===== src/stop_wake_pkg.sv =====
// Purpose: Shared constants and types for the stop-mode wakeup controller
// Assumes: 200 MHz aclk, AXI4-Lite register access with 8-bit byte addresses
// Notes:   All timing counts derive from the nanosecond figures below
package stop_wake_pkg;

   // Register byte offsets
   localparam logic [7:0] OFS_SYSCTL1   = 8'h00;
   localparam logic [7:0] OFS_WUCTL     = 8'h04;
   localparam logic [7:0] OFS_WUCNT     = 8'h08;
   localparam logic [7:0] OFS_STATUS    = 8'h0c;
   localparam logic [7:0] OFS_RESUME_PC = 8'h10;

   // system_control_one fields
   localparam int STOP_BIT     = 7;
   localparam int REL_MODE_BIT = 6;
   localparam int HOLD_EN_BIT  = 5;
   // warmup_control_reg fields
   localparam int WUSEL_BIT  = 0;
   localparam int KEYLVL_BIT = 1;
   // Status fields
   localparam int ST_STOPPED_BIT = 0;
   localparam int ST_WARMING_BIT = 1;
   localparam int ST_PIN_BIT     = 2;
   localparam int ST_IRQ5_BIT    = 3;
   localparam int ST_SINGLE_BIT  = 4;

   // Reset values and resume address offset
   localparam logic [1:0] SYSCTL1_RST = 2'h0;
   localparam logic [1:0] WUCTL_RST   = 2'h0;
   localparam logic [7:0] WUCNT_RST   = 8'h01;
   localparam logic [15:0] PC_RST     = 16'h0000;
   localparam logic [15:0] PC_SKIP    = 16'h0002;

   // Timing
   localparam int CLK_NS      = 5;
   localparam int MCYCLE_NS   = 20;
   localparam int HF_UNIT_NS  = 16000;
   localparam int LF_UNIT_NS  = 1953000;
   localparam int MCYCLE_CYC  = (MCYCLE_NS + CLK_NS - 1) / CLK_NS;
   localparam int HF_UNIT_CYC = HF_UNIT_NS / CLK_NS;
   localparam int LF_UNIT_CYC = LF_UNIT_NS / CLK_NS;

   // AXI responses
   localparam logic [1:0] RESP_OKAY   = 2'b00;
   localparam logic [1:0] RESP_SLVERR = 2'b10;

   typedef enum logic [1:0] {
      ST_RUN     = 2'b00,
      ST_STOP    = 2'b01,
      ST_WARM    = 2'b11,
      ST_RSTWARM = 2'b10
   } mode_state_t;

   typedef struct packed {
      logic rel_mode;
      logic hold_en;
   } sysctl_t;

   typedef struct packed {
      logic key_level;
      logic clk_sel;
   } wuctl_t;

endpackage


===== src/warmup_counter.sv =====
// Purpose: Oscillator warm-up counter, counts unit ticks up to a target
// Assumes: tick is a one-cycle enable from the selected oscillator divider
// Notes:   A target of zero ends on the first tick
`timescale 1ns/1ps
`default_nettype none
module warmup_counter
   import stop_wake_pkg::*;
(
   // Clock and synchronous reset
   input  wire logic       aclk,
   input  wire logic       rst,
   // Control
   input  wire logic       start,
   input  wire logic       tick,
   input  wire logic [7:0] target,
   // Status
   output logic            busy,
   output logic            done
);

   logic [7:0] cnt_r;
   logic [7:0] cnt_nxt;
   logic       busy_r;

   assign cnt_nxt = cnt_r + 8'h01;
   assign busy    = busy_r;
   assign done    = busy_r && tick && (cnt_nxt >= target);

   always_ff @(posedge aclk) begin
      if (rst) begin
         cnt_r  <= 8'h00;
         busy_r <= 1'b0;
      end else if (start) begin
         cnt_r  <= 8'h00;
         busy_r <= 1'b1;
      end else if (done) begin
         busy_r <= 1'b0;
      end else if (busy_r && tick) begin
         cnt_r  <= cnt_nxt;
      end
   end
endmodule
`default_nettype wire


===== src/stop_wake_ctrl.sv =====
// Purpose: STOP mode entry, hold and release sequencing with warm-up
// Assumes: Pins synchronous to aclk; por_reset and vd_reset active high
// Notes:   Registers reached over AXI4-Lite, one aligned word each
`timescale 1ns/1ps
`default_nettype none
module stop_wake_ctrl
   import stop_wake_pkg::*;
#(
   parameter int LF_TICK_CYC = LF_UNIT_CYC
)
(
   // Clock and reset
   input  wire logic        aclk,
   input  wire logic        aresetn,
   // AXI4-Lite write
   input  wire logic [7:0]  awaddr,
   input  wire logic        awvalid,
   output logic             awready,
   input  wire logic [31:0] wdata,
   input  wire logic [3:0]  wstrb,
   input  wire logic        wvalid,
   output logic             wready,
   output logic [1:0]       bresp,
   output logic             bvalid,
   input  wire logic        bready,
   // AXI4-Lite read
   input  wire logic [7:0]  araddr,
   input  wire logic        arvalid,
   output logic             arready,
   output logic [31:0]      rdata,
   output logic [1:0]       rresp,
   output logic             rvalid,
   input  wire logic        rready,
   // System resets and wake sources
   input  wire logic        por_reset,
   input  wire logic        vd_reset,
   input  wire logic        stop_pin,
   input  wire logic        keyon_pin,
   input  wire logic        vd_wake,
   // Core interface
   input  wire logic        main_clk_is_low,
   input  wire logic [15:0] cpu_pc,
   output logic             core_run,
   output logic             resume_pulse,
   output logic [15:0]      resume_pc,
   output logic [15:0]      tg_prescale,
   output logic             single_clock_run_mode,
   // Oscillators and ports
   output logic             osc_hf_en,
   output logic             osc_lf_en,
   output logic             port_drive_en,
   output logic             port_one_bit_one,
   output logic             external_irq_five
);

   logic        sys_rst;
   mode_state_t state_r;
   sysctl_t     ctl_r;
   wuctl_t      wuctl_r;
   logic [7:0]  wu_target_r;
   logic        entry_low_r;
   logic [2:0]  guard_cnt_r;
   logic        pin_d_r;
   logic        pin_rise;
   logic        irq5_r;
   logic        rst_pend_r;
   logic [15:0] resume_pc_r;
   logic [15:0] tg_div_r;
   logic        resume_r;
   logic        single_r;
   logic        aw_full_r, w_full_r, bvalid_r, rvalid_r;
   logic [7:0]  awaddr_r;
   logic [31:0] wdata_r, rdata_r, rd_data;
   logic [3:0]  wstrb_r;
   logic [1:0]  bresp_r, rresp_r, rd_resp;
   logic        wr_do, wr_ok, stop_req, entry_ok, release_ev, key_hit;
   logic        sel_low, wu_start, wu_done, warming;
   logic [1:0]  unit_tick;

   assign sys_rst = !aresetn || por_reset || vd_reset;

   // AXI4-Lite slave handshakes
   assign awready = !aw_full_r;
   assign wready  = !w_full_r;
   assign arready = !rvalid_r;
   assign bvalid  = bvalid_r;
   assign bresp   = bresp_r;
   assign rvalid  = rvalid_r;
   assign rdata   = rdata_r;
   assign rresp   = rresp_r;
   assign wr_do   = aw_full_r && w_full_r && !bvalid_r;
   assign wr_ok   = (awaddr_r == OFS_SYSCTL1) || (awaddr_r == OFS_WUCTL)
                 || (awaddr_r == OFS_WUCNT) || (awaddr_r == OFS_STATUS)
                 || (awaddr_r == OFS_RESUME_PC);

   always_ff @(posedge aclk) begin
      if (!aresetn) begin
         aw_full_r <= 1'b0;
         w_full_r  <= 1'b0;
         bvalid_r  <= 1'b0;
         bresp_r   <= RESP_OKAY;
         awaddr_r  <= 8'h00;
         wdata_r   <= 32'h0000_0000;
         wstrb_r   <= 4'h0;
      end else begin
         if (awvalid && !aw_full_r) begin
            aw_full_r <= 1'b1;
            awaddr_r  <= awaddr;
         end
         if (wvalid && !w_full_r) begin
            w_full_r <= 1'b1;
            wdata_r  <= wdata;
            wstrb_r  <= wstrb;
         end
         if (wr_do) begin
            aw_full_r <= 1'b0;
            w_full_r  <= 1'b0;
            bvalid_r  <= 1'b1;
            bresp_r   <= wr_ok ? RESP_OKAY : RESP_SLVERR;
         end else if (bvalid_r && bready) begin
            bvalid_r <= 1'b0;
         end
      end
   end

   always_comb begin
      rd_data = 32'h0000_0000;
      rd_resp = RESP_OKAY;
      if (araddr == OFS_SYSCTL1) begin
         rd_data[STOP_BIT]  = (state_r != ST_RUN);
         rd_data[REL_MODE_BIT] = ctl_r.rel_mode;
         rd_data[HOLD_EN_BIT]  = ctl_r.hold_en;
      end else if (araddr == OFS_WUCTL) begin
         rd_data[WUSEL_BIT]  = wuctl_r.clk_sel;
         rd_data[KEYLVL_BIT] = wuctl_r.key_level;
      end else if (araddr == OFS_WUCNT) begin
         rd_data[7:0] = wu_target_r;
      end else if (araddr == OFS_STATUS) begin
         rd_data[ST_STOPPED_BIT] = (state_r == ST_STOP);
         rd_data[ST_WARMING_BIT] = warming;
         rd_data[ST_PIN_BIT]     = stop_pin;
         rd_data[ST_IRQ5_BIT]    = irq5_r;
         rd_data[ST_SINGLE_BIT]  = single_r;
      end else if (araddr == OFS_RESUME_PC) begin
         rd_data[15:0] = resume_pc_r;
      end else begin
         rd_resp = RESP_SLVERR;
      end
   end

   always_ff @(posedge aclk) begin
      if (!aresetn) begin
         rvalid_r <= 1'b0;
         rdata_r  <= 32'h0000_0000;
         rresp_r  <= RESP_OKAY;
      end else if (arvalid && !rvalid_r) begin
         rvalid_r <= 1'b1;
         rdata_r  <= rd_data;
         rresp_r  <= rd_resp;
      end else if (rvalid_r && rready) begin
         rvalid_r <= 1'b0;
      end
   end

   // Entry request decode
   assign stop_req = wr_do && (awaddr_r == OFS_SYSCTL1) && wstrb_r[0]
                  && wdata_r[STOP_BIT] && (state_r == ST_RUN);
   assign entry_ok = stop_req && !(wdata_r[REL_MODE_BIT] && stop_pin);

   // Control registers, frozen outside run
   always_ff @(posedge aclk) begin
      if (sys_rst) begin
         ctl_r       <= SYSCTL1_RST;
         wuctl_r     <= WUCTL_RST;
         wu_target_r <= WUCNT_RST;
      end else if (wr_do && wstrb_r[0] && (state_r == ST_RUN)) begin
         if (awaddr_r == OFS_SYSCTL1) begin
            ctl_r.rel_mode <= wdata_r[REL_MODE_BIT];
            ctl_r.hold_en  <= wdata_r[HOLD_EN_BIT];
         end else if (awaddr_r == OFS_WUCTL) begin
            wuctl_r.clk_sel   <= wdata_r[WUSEL_BIT];
            wuctl_r.key_level <= wdata_r[KEYLVL_BIT];
         end else if (awaddr_r == OFS_WUCNT) begin
            wu_target_r <= wdata_r[7:0];
         end
      end
   end

   // Stop pin edge, shared port and interrupt latch
   assign pin_rise         = stop_pin && !pin_d_r;
   assign port_one_bit_one = stop_pin;
   assign external_irq_five = irq5_r;

   always_ff @(posedge aclk) begin
      // Tracks the pin through reset, so no false edge follows it
      pin_d_r <= stop_pin;
      if (sys_rst) begin
         irq5_r <= 1'b0;
      end else begin
         if (pin_rise) begin
            irq5_r <= 1'b1;
         end else if (wr_do && (awaddr_r == OFS_STATUS) && wstrb_r[0]
                      && wdata_r[ST_IRQ5_BIT]) begin
            irq5_r <= 1'b0;
         end
      end
   end

   // Post-entry guard of one machine cycle
   always_ff @(posedge aclk) begin
      if (sys_rst) begin
         guard_cnt_r <= 3'h0;
      end else if (entry_ok) begin
         guard_cnt_r <= 3'(MCYCLE_CYC);
      end else if (guard_cnt_r != 3'h0) begin
         guard_cnt_r <= guard_cnt_r - 3'h1;
      end
   end

   assign key_hit    = (keyon_pin == wuctl_r.key_level);
   assign release_ev = (ctl_r.rel_mode ? stop_pin : (pin_rise && guard_cnt_r == 3'h0))
                    || key_hit || (vd_wake && guard_cnt_r == 3'h0);

   // Mode sequencer
   always_ff @(posedge aclk) begin
      if (sys_rst) begin
         state_r <= ST_RSTWARM;
      end else begin
         case (state_r)
            ST_RUN: begin
               if (entry_ok) begin
                  state_r <= ST_STOP;
               end
            end
            ST_STOP: begin
               if (release_ev) begin
                  state_r <= ST_WARM;
               end
            end
            ST_WARM: begin
               if (wu_done) begin
                  state_r <= ST_RUN;
               end
            end
            default: begin
               if (wu_done) begin
                  state_r <= ST_RUN;
               end
            end
         endcase
      end
   end

   // Entry snapshot: clock source and resume address
   always_ff @(posedge aclk) begin
      if (sys_rst) begin
         entry_low_r <= 1'b0;
         resume_pc_r <= PC_RST;
      end else if (entry_ok) begin
         entry_low_r <= main_clk_is_low;
         resume_pc_r <= cpu_pc + PC_SKIP;
      end
   end

   // Reset warm-up kick
   always_ff @(posedge aclk) begin
      if (sys_rst) begin
         rst_pend_r <= 1'b1;
      end else begin
         rst_pend_r <= 1'b0;
      end
   end

   // Unit tick dividers: hf at index 0, lf at index 1
   assign warming = (state_r == ST_WARM) || (state_r == ST_RSTWARM);
   genvar g;
   generate
      for (g = 0; g < 2; g++) begin : g_div
         localparam logic [19:0] LIM = (g == 0) ? 20'(HF_UNIT_CYC - 1) : 20'(LF_TICK_CYC - 1);
         logic [19:0] div_r;
         assign unit_tick[g] = warming && (div_r == LIM);
         always_ff @(posedge aclk) begin
            if (sys_rst || !warming || unit_tick[g]) begin
               div_r <= 20'h00000;
            end else begin
               div_r <= div_r + 20'h00001;
            end
         end
      end
   endgenerate

   assign sel_low  = (state_r == ST_WARM) ? entry_low_r : wuctl_r.clk_sel;
   assign wu_start = rst_pend_r || ((state_r == ST_STOP) && release_ev);

   warmup_counter u_wu (
      .aclk   (aclk),
      .rst    (sys_rst),
      .start  (wu_start),
      .tick   (sel_low ? unit_tick[1] : unit_tick[0]),
      .target (wu_target_r),
      .busy   (),
      .done   (wu_done)
   );

   // Timing generator prescaler, resume and mode flags
   always_ff @(posedge aclk) begin
      if (sys_rst) begin
         tg_div_r <= 16'h0000;
         resume_r <= 1'b0;
         single_r <= 1'b0;
      end else begin
         resume_r <= (state_r == ST_WARM) && wu_done;
         if (entry_ok || wu_done) begin
            tg_div_r <= 16'h0000;
         end else if (state_r == ST_RUN) begin
            tg_div_r <= tg_div_r + 16'h0001;
         end
         if ((state_r == ST_RSTWARM) && wu_done) begin
            single_r <= 1'b1;
         end
      end
   end

   assign core_run              = (state_r == ST_RUN);
   assign resume_pulse          = resume_r;
   assign resume_pc             = resume_pc_r;
   assign tg_prescale           = tg_div_r;
   assign single_clock_run_mode = single_r;
   assign osc_hf_en    = (state_r != ST_STOP) && !((state_r == ST_WARM) && entry_low_r);
   assign osc_lf_en    = (state_r != ST_STOP) && !((state_r == ST_WARM) && !entry_low_r);
   assign port_drive_en = core_run || ctl_r.hold_en;
endmodule
`default_nettype wire


===== config.mk =====
export PLATFORM = sky130hd
export DESIGN_NAME = stop_wake_ctrl
export DESIGN_NICKNAME = d
export VERILOG_FILES = /design/src/stop_wake_pkg.sv /design/src/warmup_counter.sv /design/src/stop_wake_ctrl.sv
export SDC_FILE = /design/constraint.sdc
export NUM_CORES = 1
export LEC_CHECK = 0
export BUFFER_PORTS_ARGS = -buffer_cell sky130_fd_sc_hd__buf_2
export CAP_MARGIN = 20
export CORE_MARGIN = 8
export CORE_UTILIZATION = 50
export CTS_CLUSTER_SIZE = 16
export DETAILED_ROUTE_END_ITERATION = 10
export PLACE_DENSITY = 0.85
export REMOVE_ABC_BUFFERS = 1
export SLEW_MARGIN = 20
export SYNTH_ARGS = -nofsm -noshare
export SYNTH_HDL_FRONTEND = slang
export SYNTH_SLANG_ARGS = --single-unit

===== constraint.sdc =====
create_clock -name aclk -period 6.7 [get_ports aclk]
set_input_delay 1.005 -clock aclk [delete_from_list [all_inputs] [get_ports aclk]]
set_output_delay 1.005 -clock aclk [all_outputs]
set_load 0.01 [all_outputs]

======== Yosys cells after proc, flatten, opt, wreduce, memory -nomap -nowiden ========
Cells that the tools add are included.
word-level totals
  bits in registers ....................... 145
  output and inout bits ................... 81
  logic and storage cells ................. 175
cells by class
  add/sub/neg operators ................... 6
  $lt $le $gt $ge ......................... 1
  eq/ne operators ......................... 17
  muxes and demuxes ....................... 38
  bitwise logic cells ..................... 4
  reduce and logical (&&, ||, !) cells .... 79
operator list
  kind                     number
  $mux W16                 5
  $add A20 B1 Y20 const B  2
  $eq A8 B4 Y1 const B     4
  $logic_and A1 B1 Y1      32
  $mux W8                  3
  $eq A20 B12 Y1 const B   1
  $eq A20 B19 Y1 const B   1
  $mux W2                  10
  $add A16 B1 Y16 const B  1
  $add A16 B2 Y16 const B  1
  $eq A8 B3 Y1 const B     2
  $eq A8 B5 Y1 const B     2
  $logic_not A8 Y1         2
  $logic_or A1 B1 Y1       15
  $mux W14                 1
  $mux W1                  12
  $reduce_bool A2 Y1       6
  $logic_not A1 Y1         11
  $mux W11                 1
  $mux W5                  2
  $mux W3                  3
  $add A8 B1 Y8 const B    1
  $ge A8 B8 Y1             1
  $reduce_or A2 Y1         4
  14 further kinds         22

======== Logic depth before layout (Yosys ltp) ========
  depth after elaboration ................. 10
  gate-level depth with buffers ........... 12

======== Hierarchy ========
From an unflattened synthesis, not the netlist that was laid out.
unflattened totals
  cells, all modules ...................... 801
  area, all modules ....................... 6995.5 um^2
modules (own cells, without submodules)
  module          times used  cells each  area each (um^2)
  stop_wake_ctrl  1           715         6259.8
  warmup_counter  1           86          735.7

======== Least setup slack after synthesis ========
OpenSTA, ideal clock, no wires.
  path type ............................... input-to-reg
  start ................................... input araddr[1]
  end ..................................... register rdata_r[2], in the netlist rdata[2]
  setup time .............................. 86 ps
  arrival ................................. 2645 ps
  required time ........................... 6614 ps
  slack ................................... 3969 ps
  stages on the path ...................... 6
  path through ............................ or4_1 -> nor3_1 -> and3b_1 -> clkbuf_1 -> nand2_1 -> a211oi_1
on the way
  cells in the longest elaborated chain, start to end .. 10
  elaborated cells on any way between the ends .. 14
RTL lines
  item                  RTL line               source
  from (decl)           stop_wake_ctrl.sv:27   input wire logic [7:0] araddr,
  $eq A8 B5 Y1          stop_wake_ctrl.sv:144  end else if (araddr == OFS_RESUME_PC) begin
  $mux W16              stop_wake_ctrl.sv:144
  $mux W16              stop_wake_ctrl.sv:138  end else if (araddr == OFS_STATUS) begin
  $mux W16              stop_wake_ctrl.sv:136  end else if (araddr == OFS_WUCNT) begin
  $mux W16              stop_wake_ctrl.sv:133  end else if (araddr == OFS_WUCTL) begin
  $mux W16              stop_wake_ctrl.sv:129  if (araddr == OFS_SYSCTL1) begin
  $mux W5               stop_wake_ctrl.sv:138
  $mux W8               stop_wake_ctrl.sv:136
  $mux W14              stop_wake_ctrl.sv:133
  $mux W5 (*)           stop_wake_ctrl.sv:129
  to (signal assigned)  stop_wake_ctrl.sv:158  rdata_r <= rd_data;
  to (decl)             stop_wake_ctrl.sv:73   logic [31:0] wdata_r, rdata_r, rd_data;
Every way passes the cells marked *; elsewhere a longest branch is shown, timed or not. The select of a mux whose other input is x is not followed.
A chain may end at the register's enable or synchronous reset.

======== Worst setup path in the final report ========
  start ................................... register u_wu.cnt_r[2]
  end ..................................... register state_r[1]
on the way
  cells in the longest elaborated chain, start to end .. 5
RTL lines
  item                          RTL line               source
  from (decl)                   warmup_counter.sv:21   logic [7:0] cnt_r;
  from (signal assigned)        warmup_counter.sv:39   cnt_r <= cnt_nxt;
  $add A8 B1 Y8                 warmup_counter.sv:25   assign cnt_nxt = cnt_r + 8'h01;
  via u_wu.cnt_nxt[7]           warmup_counter.sv:22   logic [7:0] cnt_nxt;
  $ge A8 B8 Y1                  warmup_counter.sv:27   assign done = busy_r && tick && (cnt_nxt >= target);
  $logic_and A1 B1 Y1           warmup_counter.sv:27
  $reduce_bool A3 Y1 (no line)  n/a
  $reduce_and A3 Y1 (no line)   n/a
  to (signal assigned)          stop_wake_ctrl.sv:227  state_r <= ST_RSTWARM;
  to (signal assigned)          stop_wake_ctrl.sv:232  state_r <= ST_STOP;
  to (signal assigned)          stop_wake_ctrl.sv:237  state_r <= ST_WARM;
  to (decl)                     stop_wake_ctrl.sv:57   mode_state_t state_r;
The timed path passes the listed nets, and every way through them passes these cells.

==> qor.yml <==
grt:
  grt_max_degree: 38
  grt_pass1_wl_um: 27900
  grt_pass1_vias: 5728
  antenna_found_initial: 1
  grt.total_usage_pct: 19.4
  grt.overflow.total: 0
logic_synthesis:
  netlist_area_um2: 6730
  synth_area_leaders: "dfxtp_1, nor2_1, xnor2_1"
  yosys_most_used_dff: "dfxtp_1"
  ys_warn_count: 0
  synth-compound-area-share_pct: 10.4
  synth_mux_area_share_pct: 4.02
  synth_fa_ha_area_share_pct: 2.98
  synth_simple_gate_area_share_pct: 24.8
  yosysSeqAreaShare_pct: 42.6
  synthCells: 779
  synth_top_family_by_area: "simple AND/OR/NAND/NOR gates"
  synth_top_area_cell: "dfxtp_1"
  synth_edf_count: 0
  synth_top_area_share_pct: 42.6
  avgSynthCellArea_um2: 8.64
  synth_xor_area_share_pct: 9.37
  ys_seq_elements: 143
  synth-async-reset-ratio_pct: 0
  synth.distinct_cells: 60
worst_setup_path:
  crit_chain: "nand3_1, or2_2, nor2_1, xor2_1, ha_1, nand4_1, o31a_1, nor3_4, o211ai_1"
  cp_slowest_cell: "nor3_4"
  path_class: "reg2reg"
  crit-reg2reg-launch: "u_wu.cnt_r[2]"
  worstPathRequired_ps: 6960
  cp_max_fo: 19
  cp_data_arrival_time_ps: 3380
  max_stage_delay_ps: 660
  cp-end-kind: "register"
  crit_start: "u_wu.cnt_r[2]"
  critPathLaunchType: "register"
cts:
  cts.sinks: 143
  clockBufferDepth: 2
  cts.clk_slew.worst_paths_ps: 60
  cts.repair.resized: 0
  clock-root-buffer: "clkbuf_16"
  numCtsBuffers: 17
  clk_latency_ps: 420
  cts_tree: "done"
  post-cts-setup-buffers: 0
  cts-hold-fix-buffers: 0
  h-tree-depth: 4
floorplan:
  die_w_um: 132
  die_h_um: 132
  core_um2: 13200
  start_util_pct: 51.0
  placementRows: 42
  die-area_um2: 17400
  ios: 162
timing:
  hold_viol_final: 0
  tightest_slew_ps: 1000
  fin_setup_tns_ps: 0
  slew_headroom_pct: 32.5
  setup_viol: 0
  post-route-min-period_ps: 3120
  slew_violations: 0
  skew_ps: 7.29
  rsz0062_at_grt: "no"
  fmax_ghz: 0.320
  period_share_pct: 46.6
route:
  wl_per_cell_um: 15.7
  drc: 0
  avgViaCountPerCell: 5.49
  vias: 5909
  drt-total-wl_um: 16900
  first_iter_violations: 571
  ant_nets: 0
  firstDrtPassIters: 5
layout:
  multi_input_area_um2: 3550
  layout-drive-gt1-share_pct: 17.9
  area_growth_pct: 18.5
  fin_nets: 982
  regArea_um2: 2860
  fillCellCount: 1114
hold_path:
  hold_class: "reg2reg"
  hp-start: "g_div[1].div_r[0]"
place:
  place_congestion: 0.807
  portBuffers: 116
  hpwl_um: 11800
pwr:
  p_leak_nw: 3.14
  cellPowerDensity_nw_per_um2: 243
  power_mw: 1.94
  ir_drop_mv: 0.224
flow_run:
  max_cap_violations: 0
status:
  status: "finished clean"
## flip-flops by register name (all words and copies together) (netlist names), 2 cells and up
signal	flops
state_r	2
ctl_r	2
wu_target_r	8
awaddr_r	8
rdata	16
guard_cnt_r	3
g_div.div_r	40
wuctl_r	2
tg_prescale	16
resume_pc	16
u_wu.cnt_r	8
wdata_r	8
## final timing paths
path                       endpoint  slack (ps)  cells past startpoint
setup / recovery         state_r[1]        3580                      9
hold / removal    g_div[1].div_r[0]         460                      1
setup reg to reg         state_r[1]        3580                      9
hold reg to reg   g_div[1].div_r[0]         460                      1
## metal layers
metal / vias to the layer above / GRT usage, % / wire length (um)
li1: 2866 / - / -
met1: 2779 / 21.9 / 7090
met2: 225 / 32.7 / 8340
met3: 39 / 5.79 / 1050
met4: 0 / 9.25 / 459
met5: - / 0 / 0
## logic make-up after synthesis
kind of cell	Yosys count
buffers and inverters	80
AOI/OAI and AO/OA	98
xor gates and xnor gates	72
DFF	143
other	1
and+or+nand+nor	342
muxes	27
adders and majority gates	16
## power by group
group	switching, mW	total (mW)	internal [mW]
clock network	0.357	0.972	0.615
registers	0.00920	0.872	0.863
logic	0.0591	0.0956	0.0365
## worst max-delay path, delay by kind of cell, from the launching register on
| kind | cells | cell delay (ps) |
|---|---|---|
| DFF | 1 | 420 |
| and+or+nand+nor | 5 | 1510 |
| adders and majority gates | 1 | 350 |
| AOI/OAI and AO/OA | 2 | 570 |
| xor gates and xnor gates | 1 | 120 |
## Yosys cell counts (21+ instances only)
| library cell | n |
|---|---|
| a21boi_0 | 21 |
| clkbuf_1 | 23 |
| dfxtp_1 | 143 |
| inv_1 | 28 |
| mux2i_1 | 27 |
| nand2_1 | 67 |
| nand3_1 | 48 |
| nor2_1 | 110 |
| nor3_1 | 29 |
| xnor2_1 | 36 |
| xor2_1 | 36 |
## placed cells by master (no fill, tap or decap), drive strengths merged, types with 5 or more instances in the layout
cell / count
dfxtp: 143
buf: 121
nor2: 110
nand2: 67
nand3: 48
xor2: 36
xnor2: 36
nor3: 30
inv: 28
mux2i: 27
clkbuf: 23
a21boi: 21
a211oi: 19
conb: 18
ha: 16
nor2b: 16
nand4: 14
a21oi: 14
o21ai: 12
and3: 12
or4: 10
nand2b: 6
nand3b: 5
nor4: 5
a31oi: 5
clkinv: 5
## metrics by stage
step | instance area, um^2 | util [%] | std cells | setup WS [ps] | hold slack, ps
global placement | 7360 | 55.8 | 1042 | 3450 | 429
global route | 7970 | 60.4 | 1075 | 3370 | 475
detailed placement | 7360 | 55.8 | 1042 | 3420 | 448
CTS | 7970 | 60.4 | 1074 | 3590 | 459
finish | 7980 | 60.5 | 1076 | 3580 | 458
floorplan | 6510 | - | 745 | 3230 | 418
## final cells by class
type                            count  share of cell area (%)
Antenna cell                        2                  0.0628
Inverter                           29                    1.36
Clock buffer                       23                    5.99
Multi-Input combinational cell    573                    44.5
Sequential cell                   143                    35.9
Timing Repair Buffer              121                    7.75
Clock inverter                      9                    1.66
Tap cell                          176                    2.76
No activity file was read; power rests on OpenSTA's default activity.
